==> src/include/ccs_defs.svh <==
// constants for the complement and compare-skip execution block
// assumes: included by its bare name from design and bench files
`ifndef CCS_DEFS_SVH
`define CCS_DEFS_SVH

// ----------------------------------------------------------------
// opcode fields
// ----------------------------------------------------------------
`define CCS_OPC_COMP 6'h07
`define CCS_OPC_CPEQ 7'h31
`define CCS_OPC_CPGT 7'h32
`define CCS_OPC_CPLT 7'h30
`define CCS_OPC_HI 15
`define CCS_COMP_LO 10
`define CCS_CMP_LO 9
`define CCS_BIT_D 9
`define CCS_BIT_A 8

// ----------------------------------------------------------------
// addressing
// ----------------------------------------------------------------
`define CCS_IDX_MAX 8'h5f
`define CCS_ACC_SPLIT 8'h80
`define CCS_ACC_HI_BANK 4'hf
`define CCS_ACC_LO_BANK 4'h0

// ----------------------------------------------------------------
// reset values
// ----------------------------------------------------------------
`define CCS_RST_BYTE 8'h00
`define CCS_RST_ADDR 12'h000

`endif

==> src/include/ccs_pkg.sv <==
// types shared by the execution block and its bench
// assumes: compiled before any design file
`default_nettype none

package ccs_pkg;
   typedef enum logic [2:0] {
      CCS_OP_NONE = 3'b000,
      CCS_OP_COMP = 3'b001,
      CCS_OP_CPEQ = 3'b010,
      CCS_OP_CPGT = 3'b011,
      CCS_OP_CPLT = 3'b100
   } ccs_op_type;

   typedef enum logic [1:0] {
      CCS_ST_IDLE = 2'b00,
      CCS_ST_EXEC = 2'b01,
      CCS_ST_SKIP1 = 2'b10,
      CCS_ST_SKIP2 = 2'b11
   } ccs_state_type;

   // status flags written by the complement
   typedef struct packed {
      logic neg;
      logic zero;
   } ccs_flags_type;
endpackage : ccs_pkg
`default_nettype wire

==> src/hw/ccs_addr.sv <==
// operand address resolver: access bank, bank select, indexed offset
// assumes: 12-bit data space of 16 banks of 256 bytes
`timescale 1ns/10ps
`default_nettype none
`include "ccs_defs.svh"

module ccs_addr (
   input wire logic [7:0] i_f,          // operand address field
   input wire logic i_a,                // bank-select bit
   input wire logic [3:0] i_bsr,        // bank_select_register
   input wire logic i_ext_en,           // extended set enabled
   input wire logic [11:0] i_idx_base,  // index base pointer
   output logic [11:0] o_addr,          // resolved byte address
   output logic o_indexed               // indexed mode used
);
   // ----------------------------------------------------------------
   // resolution
   // ----------------------------------------------------------------
   // indexed override first, then bank register, then access bank
   always_comb begin
      o_indexed = ~i_a && i_ext_en && (i_f <= `CCS_IDX_MAX);
      if (o_indexed) begin
         o_addr = i_idx_base + {4'h0, i_f};
      end else if (i_a) begin
         o_addr = {i_bsr, i_f};
      end else if (i_f < `CCS_ACC_SPLIT) begin
         o_addr = {`CCS_ACC_LO_BANK, i_f};
      end else begin
         o_addr = {`CCS_ACC_HI_BANK, i_f};
      end
   end
endmodule : ccs_addr
`default_nettype wire

==> src/hw/ccs_exec.sv <==
// execution of complement and compare-skip byte instructions
// assumes: memory read data valid in the same clock that o_mem_addr first holds the address
// What this block does
// - complement result is inverse of byte
// - d bit picks memory or working register
// - a bit picks access bank or bank register
// - a=0, extended, f<=95 uses indexed offset
// - compares subtract unsigned, store no result
// - equal compare skips next instruction
// - greater compare skips on byte above register
// - less compare skips on byte below register
// - compare: one cycle, two when skipping, three when skipping a two-word instruction
`timescale 1ns/10ps
`default_nettype none
`include "ccs_defs.svh"

module ccs_exec (
   input wire logic i_clk_sys,          // core clock
   input wire logic i_rst_n,            // async reset, active low
   input wire logic i_op_valid,         // instruction offered
   input wire logic [15:0] i_op_word,   // instruction word
   input wire logic i_next_two_word,    // fetched next is 2 words
   input wire logic [7:0] i_working_register,       // working_register value
   input wire logic [3:0] i_bsr,        // bank_select_register
   input wire logic i_ext_en,           // extended set enabled
   input wire logic [11:0] i_idx_base,  // index base pointer
   input wire logic [7:0] i_mem_rdata,  // byte read at o_mem_addr
   output logic o_ready,                // can take an instruction
   output logic [11:0] o_mem_addr,      // operand address
   output logic [7:0] o_result,         // complement result
   output logic o_mem_we,               // write result to memory
   output logic o_working_register_we,              // write result to register
   output logic o_flag_we,              // flags update strobe
   output var ccs_pkg::ccs_flags_type o_flags, // new N and Z
   output logic o_skip,                 // discard fetched instr
   output logic o_nop                   // nop cycle in progress
);
   // ----------------------------------------------------------------
   // decode
   // ----------------------------------------------------------------
   function automatic ccs_pkg::ccs_op_type op_decode(
      input logic [15:0] w
   );
      logic [6:0] hi7;
      hi7 = w[`CCS_OPC_HI:`CCS_CMP_LO];
      if (w[`CCS_OPC_HI:`CCS_COMP_LO] == `CCS_OPC_COMP) begin
         op_decode = ccs_pkg::CCS_OP_COMP;
      end else if (hi7 == `CCS_OPC_CPEQ) begin
         op_decode = ccs_pkg::CCS_OP_CPEQ;
      end else if (hi7 == `CCS_OPC_CPGT) begin
         op_decode = ccs_pkg::CCS_OP_CPGT;
      end else if (hi7 == `CCS_OPC_CPLT) begin
         op_decode = ccs_pkg::CCS_OP_CPLT;
      end else begin
         op_decode = ccs_pkg::CCS_OP_NONE;
      end
   endfunction : op_decode

   ccs_pkg::ccs_state_type state;
   ccs_pkg::ccs_state_type next_state;
   ccs_pkg::ccs_op_type op;
   ccs_pkg::ccs_op_type in_op;
   logic dest_mem;
   logic [11:0] next_addr;
   logic take;
   logic [8:0] diff;
   logic is_eq;
   logic is_gt;
   logic is_lt;
   logic is_cmp;
   logic skip_now;
   logic [7:0] inv;

   assign in_op = op_decode(i_op_word);
   assign o_ready = (state == ccs_pkg::CCS_ST_IDLE);
   assign take = o_ready && i_op_valid && (in_op != ccs_pkg::CCS_OP_NONE);

   // ----------------------------------------------------------------
   // operand address
   // ----------------------------------------------------------------
   ccs_addr u_addr (
      .i_f(i_op_word[7:0]),
      .i_a(i_op_word[`CCS_BIT_A]),
      .i_bsr(i_bsr),
      .i_ext_en(i_ext_en),
      .i_idx_base(i_idx_base),
      .o_addr(next_addr),
      .o_indexed()
   );

   // latch operation and address on accept
   always_ff @(posedge i_clk_sys or negedge i_rst_n) begin
      if (!i_rst_n) begin
         op <= ccs_pkg::CCS_OP_NONE;
         dest_mem <= 1'b0;
         o_mem_addr <= `CCS_RST_ADDR;
      end else if (take) begin
         op <= in_op;
         dest_mem <= i_op_word[`CCS_BIT_D];
         o_mem_addr <= next_addr;
      end
   end

   // ----------------------------------------------------------------
   // compare and complement datapath
   // ----------------------------------------------------------------
   // unsigned subtraction, borrow gives less-than
   assign diff = {1'b0, i_mem_rdata} - {1'b0, i_working_register};
   assign is_eq = (diff[7:0] == `CCS_RST_BYTE) && !diff[8];
   assign is_lt = diff[8];
   assign is_gt = !is_lt && !is_eq;
   assign inv = ~i_mem_rdata;
   assign is_cmp = (op == ccs_pkg::CCS_OP_CPEQ) ||
                   (op == ccs_pkg::CCS_OP_CPGT) ||
                   (op == ccs_pkg::CCS_OP_CPLT);

   // skip decision for the current compare
   always_comb begin
      case (op)
         ccs_pkg::CCS_OP_CPEQ: skip_now = is_eq;
         ccs_pkg::CCS_OP_CPGT: skip_now = is_gt;
         ccs_pkg::CCS_OP_CPLT: skip_now = is_lt;
         default: skip_now = 1'b0;
      endcase
   end

   // ----------------------------------------------------------------
   // sequencer
   // ----------------------------------------------------------------
   always_comb begin
      case (state)
         ccs_pkg::CCS_ST_IDLE: begin
            next_state = take ? ccs_pkg::CCS_ST_EXEC : ccs_pkg::CCS_ST_IDLE;
         end
         ccs_pkg::CCS_ST_EXEC: begin
            next_state = (state == ccs_pkg::CCS_ST_EXEC && skip_now) ?
                         ccs_pkg::CCS_ST_SKIP1 :
                         ccs_pkg::CCS_ST_IDLE;
         end
         ccs_pkg::CCS_ST_SKIP1: begin
            next_state = i_next_two_word ? ccs_pkg::CCS_ST_SKIP2 :
                         ccs_pkg::CCS_ST_IDLE;
         end
         default: next_state = ccs_pkg::CCS_ST_IDLE;
      endcase
   end

   // state register
   always_ff @(posedge i_clk_sys or negedge i_rst_n) begin
      if (!i_rst_n) begin
         state <= ccs_pkg::CCS_ST_IDLE;
      end else begin
         state <= next_state;
      end
   end

   // discard strobe and nop cycles
   always_ff @(posedge i_clk_sys or negedge i_rst_n) begin
      if (!i_rst_n) begin
         o_skip <= 1'b0;
         o_nop <= 1'b0;
      end else begin
         o_skip <= (state == ccs_pkg::CCS_ST_EXEC) && skip_now;
         o_nop <= (next_state == ccs_pkg::CCS_ST_SKIP1) ||
                  (next_state == ccs_pkg::CCS_ST_SKIP2);
      end
   end

   // ----------------------------------------------------------------
   // result and flag writeback
   // ----------------------------------------------------------------
   always_ff @(posedge i_clk_sys or negedge i_rst_n) begin
      if (!i_rst_n) begin
         o_result <= `CCS_RST_BYTE;
         o_mem_we <= 1'b0;
         o_working_register_we <= 1'b0;
      end else begin
         o_mem_we <= 1'b0;
         o_working_register_we <= 1'b0;
         if (state == ccs_pkg::CCS_ST_EXEC &&
             op == ccs_pkg::CCS_OP_COMP) begin
            o_result <= inv;
            o_mem_we <= dest_mem;
            o_working_register_we <= !dest_mem;
         end
      end
   end

   // flags only from the complement, compares leave them
   always_ff @(posedge i_clk_sys or negedge i_rst_n) begin
      if (!i_rst_n) begin
         o_flag_we <= 1'b0;
         o_flags <= '0;
      end else begin
         o_flag_we <= (state == ccs_pkg::CCS_ST_EXEC) &&
                      (op == ccs_pkg::CCS_OP_COMP);
         if (state == ccs_pkg::CCS_ST_EXEC &&
             op == ccs_pkg::CCS_OP_COMP) begin
            o_flags.neg <= inv[7];
            o_flags.zero <= (inv == `CCS_RST_BYTE);
         end
      end
   end

   logic in_exec;
   assign in_exec = (state == ccs_pkg::CCS_ST_EXEC);
endmodule : ccs_exec
`default_nettype wire

==> config.mk <==
export PLATFORM = sky130hd
export DESIGN_NAME = ccs_exec
export DESIGN_NICKNAME = d
export VERILOG_FILES = /design/src/include/ccs_pkg.sv /design/src/hw/ccs_addr.sv /design/src/hw/ccs_exec.sv
export VERILOG_INCLUDE_DIRS = /design/src /design/src/include
export SDC_FILE = /design/constraint.sdc
export NUM_CORES = 1
export LEC_CHECK = 0
export BUFFER_PORTS_ARGS = -buffer_cell sky130_fd_sc_hd__buf_2
export CAP_MARGIN = 20
export CORE_ASPECT_RATIO = 0.5
export CORE_MARGIN = 3
export CORE_UTILIZATION = 54
export DETAILED_ROUTE_END_ITERATION = 10
export PLACE_DENSITY = 0.91
export SLEW_MARGIN = 20
export SYNTH_ARGS = -nofsm -noshare
export SYNTH_HDL_FRONTEND = slang
export SYNTH_SLANG_ARGS = --single-unit
export TNS_END_PERCENT = 100
==> constraint.sdc <==
create_clock -name i_clk_sys -period 3.8 [get_ports i_clk_sys]
set_clock_uncertainty 0.1 [all_clocks]
set_input_delay 0.19 -clock i_clk_sys [delete_from_list [all_inputs] [get_ports i_clk_sys]]
set_output_delay 0.19 -clock i_clk_sys [all_outputs]
set_load 0.01 [all_outputs]
==> results of run 1 <==
-- sequential cells by signal, indices dropped and copies added (netlist names) --
signal	flops
o_flag_we	1
dest_mem	1
o_result	8
o_nop	1
o_mem_addr	12
o_flags	1
state	1
o_working_register_we	1
o_mem_we	1
o_skip	1
op	3
-- cell usage after synthesis (all sizes together) (2+ instances only) --
master | n | area, sq um
a21o | 3 | 22.5
a21oi | 21 | 109
a31oi | 4 | 25.0
and2 | 2 | 12.5
and3 | 3 | 18.8
buf | 3 | 20.0
clkbuf | 4 | 15.0
dfrtp | 31 | 776
fa | 2 | 40.0
ha | 16 | 200
inv | 19 | 71.3
nand2 | 36 | 135
nand2b | 4 | 25.0
nand3 | 3 | 15.0
nand4 | 5 | 31.3
nor2 | 15 | 58.8
nor2b | 7 | 51.3
nor3 | 6 | 35.0
nor4 | 2 | 12.5
nor4b | 2 | 23.8
o2111ai | 4 | 35.0
o211ai | 5 | 47.5
o21a | 2 | 15.0
o21ai | 25 | 129
o221ai | 2 | 17.5
o41ai | 2 | 43.8
or2 | 2 | 12.5
xnor2 | 7 | 61.3
xor2 | 2 | 17.5
-- worst max-delay path by stage --
stage / startpoint / cells past startpoint / slack (ns) / to
final: i_mem_rdata[0] / 11 / 1.85 / o_nop
after global routing: o_nop / 6 / 1.61 / o_mem_addr[11]
after CTS: i_mem_rdata[0] / 11 / 1.86 / o_nop
after detailed placement: i_mem_rdata[0] / 11 / 1.55 / o_nop
after global placement: i_mem_rdata[0] / 11 / 1.61 / o_nop
after floorplan: i_mem_rdata[0] / 10 / 1.78 / o_nop
-- through the flow --
step	power (mW)	std cells
after floorplan	0.570	254
after global placement	0.669	378
after detailed placement	0.681	378
after CTS	0.951	386
after global routing	1.01	386
final	0.946	386
-- power breakdown --
group / total, mW / leakage [nW] / switching (mW) / internal (mW)
logic: 0.283 / 0.984 / 0.155 / 0.128
clock network: 0.269 / 0.0470 / 0.127 / 0.142
registers: 0.394 / 0.366 / 0.0235 / 0.370
total: 0.946 / 1.40 / 0.306 / 0.640
-- layer usage --
metal	vias up	GRT usage (%)	wire, um
met5	-	0	0
met3	9	4.41	255
met4	0	8.84	71
li1	1070	-	-
met1	1002	28.7	2340
met2	49	41.7	2690
-- worst max-delay path: stages --
cell	delay, ns
buf_2	0.09
inv_1	0.04
ha_1	0.21
fa_1	0.45
nor2b_4	0.15
o2111ai_1	0.13
a31oi_1	0.20
nor3_1	0.08
and4_1	0.21
o211ai_2	0.16
o211ai_2	0.09
-- cell type report --
class                           count  area [sq um]
Multi-Input combinational cell    197          1330
Inverter                           19          71.3
Clock inverter                      1          5.00
Fill cell                         296           942
Sequential cell                    31           776
Tap cell                           51          63.8
Clock buffer                        6          82.6
Timing Repair Buffer               81           410
-- cell families (layout without fill, tap and decap cells) --
| family | after synthesis | after routing | share of synthesized area, % |
|---|---|---|---|
| xor+xnor | 9 | 9 | 3.57 |
| simple gates | 92 | 92 | 21.2 |
| buf+inv | 26 | 107 | 4.81 |
| compound gates | 77 | 77 | 24.0 |
| flops | 31 | 31 | 35.1 |
| fa+ha+maj | 18 | 18 | 10.9 |
| mux | 1 | 1 | 0.453 |
-- timing repair --
action	4_1_cts	5_1_grt
hold endpoints to repair	31	0
hold buffers	1	0
setup endpoints to repair	0	0
==> key figures, run 1 <==
Timing
  – Final min period: 1.95 ns
  – Max frequency: 512 MHz
  – Setup ws final: 1.85 ns
  – RSZ-0062 raised after global routing: false
  – Rel. slew slack: 53.4%
  – Final setup viols: 0
  – Hold_ws: 0.0309 ns
  – Pins Over Slew Limit: 0
  – Slew of the pin with the lowest slew margin: 0.697 ns
  – Fin Setup TNS: 0 ns
  – Final worst-path cycle share: 51.4%
  – Fin. Hold Viols: 0

Global route
  – GRT Total Usage: 23.6%
  – Pin count of the biggest net entering global routing: 32
  – Number of global-route vias before repair: 2058
  – First-pass GRT wire length: 9000 um
  – Total gr overflow: 0
  – Initial antenna violation count: 0

Finish
  – Final core utilization: 74.4%
  – Syn-to-layout area delta: 23.8%
  – Commonest non-fill, non-tap cell in the layout: buf_2
  – N_diodes: 0
  – Fin nets: 406
  – Final non-filler cell area: 2740 sq um
  – Share of cells above drive strength 1: 29.9%
  – Commonest cells after routing, fill and taps aside: buf_2 (80), nand2_1 (36), dfrtp_1 (31)

Worst setup path
  – Startpoint types: input pin
  – Reg-to-reg slack, setup: 1.86 ns
  – R2R depth: 6
  – Worst R2R Start: o_nop
  – Crit path DAT: 2.02 ns
  – Setup CP Type: in -> reg
  – Crit-path max FO: 3
  – Critical Path RT: 3.87 ns
  – Reg2reg end: o_mem_addr[11]
  – CP Capture Type: flop

Clock tree
  – Post_cts resized: 0
  – Setup repair bufs after CTS: 0
  – Clock-pin slew on the worst setup and hold paths: 0.07 ns
  – Clk buf depth: 2
  – Clock root buffer: clkbuf_8
  – H-tree lvl count: 2
  – CTS tree: done
  – Clock sinks: 31
  – Worst skew pair latency: 0.29 ns
  – CTS buffer count: 5

Placement
  – Post-DP HPWL: 4180 um
  – GPL Wtd Cong: 0.856
  – Place WS: 1.55 ns
  – Total placed instance area: 2640 sq um
  – Count of input and output buffers: 80

Power
  – PD cells: 346 nW/um^2
  – Peak supply drop: 0.169 mV
  – Leakage: 1.40 nW

Routing
  – DR vias/cell: 5.52
  – WL/cell: 13.9 um
  – Via count: 2130
  – Drc violations: 0
  – DRT antenna net count: 0
  – Post-Route WL: 5350 um
  – First-pass iteration count of the detailed router: 4
  – Iter 0 DRT Violations: 110

Synthesis
  – Avg Cell Area, Syn: 8.70 sq um
  – Syn_nets: 325
  – Mapped cell area: 2210 sq um
  – Warnings, synthesis: 0
  – Post-synth EDFFs: 0
  – Seq cells post-synth: 31
  – Post-Syn Instances: 254
  – Top FF cell, synth: dfrtp_1
  – Fraction of registers with async set/reset: 100%
  – Synth cell types: 55
  – Post-synthesis sequential area ratio: 35.1%

Job
  – MaxCap Viol Count: 0

Floorplan
  – Core box area: 3680 sq um
  – Die area: 4940 sq um
  – Starting Density: 60.1%
  – Die H: 51.2 um
  – Die W: 96.5 um
  – I/O pins: 81
  – Row Count: 15

Hold path
  – Hold Path Origin: i_mem_rdata[7]
  – Hold Path Class: in -> reg
  – WHS Path Cells: 2
  – Endpoint, Worst Hold: o_result[7]

Run status
  – Outcome: completed
Note: power is estimated with default switching activity, not from simulation.
==> inputs of run 2 (changes only) <==
--- a/config.mk
+++ b/config.mk
@@ -10,9 +10,9 @@
 export CAP_MARGIN = 20
 export CORE_ASPECT_RATIO = 0.5
 export CORE_MARGIN = 3
-export CORE_UTILIZATION = 54
+export CORE_UTILIZATION = 45
 export DETAILED_ROUTE_END_ITERATION = 10
-export PLACE_DENSITY = 0.91
+export PLACE_DENSITY = 0.82
 export SLEW_MARGIN = 20
 export SYNTH_ARGS = -nofsm -noshare
 export SYNTH_HDL_FRONTEND = slang
==> constraint.sdc (replaced) <==
create_clock -name i_clk_sys -period 1.67 [get_ports i_clk_sys]
set_clock_uncertainty 0.1 [all_clocks]
set_input_delay 0.0835 -clock i_clk_sys [delete_from_list [all_inputs] [get_ports i_clk_sys]]
set_output_delay 0.0835 -clock i_clk_sys [all_outputs]
set_load 0.01 [all_outputs]
==> run 2 against run 1 <==
Compared with the run above: the run now ends with setup timing left; combinational power increased to 2.9 times the previous value; die area increased by 18%; cell area increased by 21%; sequential share of layout area decreased by 4.9 points; global-route usage decreased by 1.5 points; power increased by 140%; wire length increased by 21%; clock power increased by 110%; clock-buffer cell count decreased by 1; setup slack got worse by 1.9 ns; critical path depth unchanged; utilization decreased by 1.6 points; critical path type unchanged; critical endpoint unchanged; largest cell class unchanged; highest routed layer unchanged.
==> key figures, run 2 (synthesis results as in run 1) <==
Worst setup path
  – Most frequent cell on the critical path: o211ai_2
  – WP buf/inv: 2
  – CP max-delay cell: fa_2
  – WP depth: 11
  – Critical Path RT: 1.73 ns
  – CP Capture Type: flop
  – Crit path DAT: 1.74 ns
  – Crit-path leading delay family: compound AO/OA/AOI/OAI gates
  – Setup CP Type: in -> reg
  – Worst path max stage delay: 0.37 ns
  – Crit-path max FO: 2
  – Cell Chain, Critical Path: buf_12 > inv_12 > ha_4 > fa_2 > nor2b_4 > o2111ai_2 > a31oi_1 > nor3_2 > and4_1 > o211ai_2 > o211ai_2
  – R2R depth: 5
  – Reg2reg end: o_flags[0]
  – Startpoint types: input pin
  – Reg-to-reg slack, setup: 0.19 ns
  – Worst R2R Start: o_nop

Placement
  – Total placed instance area: 2970 sq um
  – GPL Wtd Cong: 0.834
  – Count of input and output buffers: 80
  – Place WS: -0.454 ns
  – Post-DP HPWL: 4830 um

Power
  – Sw Ratio: 33.0%
  – Internal power: 1.54 mW
  – Net Switching: 758 uW
  – Seq pwr share: 39.1%
  – Clock power share: 25.1%
  – Leakage: 1.67 nW
  – Peak supply drop: 0.330 mV
  – Part of the power in combinational logic: 35.9%
  – PD cells: 693 nW/um^2

Floorplan
  – Die H: 55.6 um
  – I/O pins: 81
  – Row Count: 17
  – Die W: 105 um
  – Starting Density: 48.5%
  – Die area: 5840 sq um
  – Core box area: 4550 sq um

Job
  – MaxCap Viol Count: 0

Global route
  – Number of global-route vias before repair: 2373
  – GRT Total Usage: 22.1%
  – Pin count of the biggest net entering global routing: 32
  – Total gr overflow: 0
  – Initial antenna violation count: 0
  – First-pass GRT wire length: 10500 um

Clock tree
  – Clock-pin slew on the worst setup and hold paths: 0.07 ns
  – H-tree lvl count: 2
  – CTS tree: done
  – Clk buf depth: 2
  – Clock sinks: 31
  – Worst skew pair latency: 0.28 ns
  – CTS buffer count: 5
  – Clock root buffer: clkbuf_8

Timing
  – Max frequency: 595 MHz
  – Fin. Hold Viols: 0
  – Rel. slew slack: 52.4%
  – RSZ-0062 raised after global routing: true
  – Slew of the pin with the lowest slew margin: 0.714 ns
  – Fin Setup TNS: -0.00928 ns
  – Setup ws final: -0.00928 ns
  – Pins Over Slew Limit: 0
  – Final worst-path cycle share: 101%
  – Final setup viols: 1
  – Final min period: 1.68 ns

Finish
  – Commonest cells after routing, fill and taps aside: buf_2 (75), buf_4 (45), nand2_1 (35)
  – N_diodes: 0
  – Final core utilization: 72.8%
  – Final non-filler cell area: 3310 sq um
  – Commonest non-fill, non-tap cell in the layout: buf_2
  – Largest registers: o_mem_addr (12), o_result (8), op (3)
  – Max reg flops: 12
  – Syn-to-layout area delta: 50.0%
  – Share of cells above drive strength 1: 43.3%
  – Most flop-heavy register: o_mem_addr
  – Fin nets: 456

Routing
  – DR vias/cell: 5.30
  – DRT antenna net count: 0
  – Drc violations: 0
  – Post-Route WL: 6460 um
  – First-pass iteration count of the detailed router: 4
  – Iter 0 DRT Violations: 70
  – WL/cell: 14.3 um
  – Via count: 2397

Hold path
  – Hold Path Class: in -> reg
  – Hold Path Origin: i_op_word[3]
  – Endpoint, Worst Hold: o_mem_addr[3]
  – WHS Path Cells: 3

Run status
  – Failing checks: setup timing
  – Outcome: finished, violations left
==> run 2: worst reg2reg max path: cells and delay by family (launching register included) <==
family	cells	cell delay, ns
simple gates	2	0.31
buf+inv	2	0.33
flops	1	0.39
compound gates	1	0.27
==> run 2: per-stage QoR <==
| stage | instances | hold WS, ns | power, mW |
|---|---|---|---|
| floorplan | 254 | -0.312 | 1.31 |
| global placement | 426 | 0.0720 | 1.61 |
| detailed placement | 426 | 0.0706 | 1.64 |
| CTS | 449 | 0.00581 | 2.27 |
| global route | 452 | 0.0156 | 2.44 |
| finish | 452 | 0.00903 | 2.30 |
==> run 2: how the worst max path moves through the flow <==
| stage | endpoint | slack, ns | start |
|---|---|---|---|
| after floorplan | o_mem_addr[10] | -0.15 | i_op_word[0] |
| after global placement | o_mem_addr[10] | -0.37 | i_op_word[0] |
| after detailed placement | o_mem_addr[10] | -0.45 | i_op_word[0] |
| after CTS | o_nop | 0.002 | i_mem_rdata[0] |
| after global routing | o_mem_addr[10] | -0.11 | i_op_word[0] |
| final | o_nop | -0.009 | i_mem_rdata[0] |
==> run 2: layout make-up <==
class                           instances  area, sq um
Clock buffer                            5         68.8
Clock inverter                          3         15.0
Fill cell                             331         1240
Inverter                               19         83.8
Multi-Input combinational cell        197         1440
Sequential cell                        31          776
Tap cell                               66         82.6
Timing Repair Buffer                  131          846
==> run 2: power by group through the flow <==
stage          Clock (mW)  Sequential, mW  Combinational (mW)
5_1_grt             0.622           0.911               0.904
3_5_place_dp            0           0.911               0.730
4_1_cts             0.586           0.898               0.788
3_3_place_gp            0           0.906               0.700
2_1_floorplan           0           0.942               0.368
6_report            0.575           0.897               0.824
==> run 2: timing repair <==
item	CTS	global route
pin swaps	19	5
gates resized for setup	10	13
endpoints found under the setup margin	6	14
hold endpoints to repair	38	0
buffers inserted	8	3
hold buffers	7	0
==> run 2: routing by layer <==
metal	track usage [%]	wire, um	vias up	part of all wire (%)
met1	24.3	2610	1152	40
met5	0	0	-	0
met2	43.5	3460	65	54
met4	5.61	65	0	1.0
met3	4.32	314	7	4.9
li1	-	-	1173	-
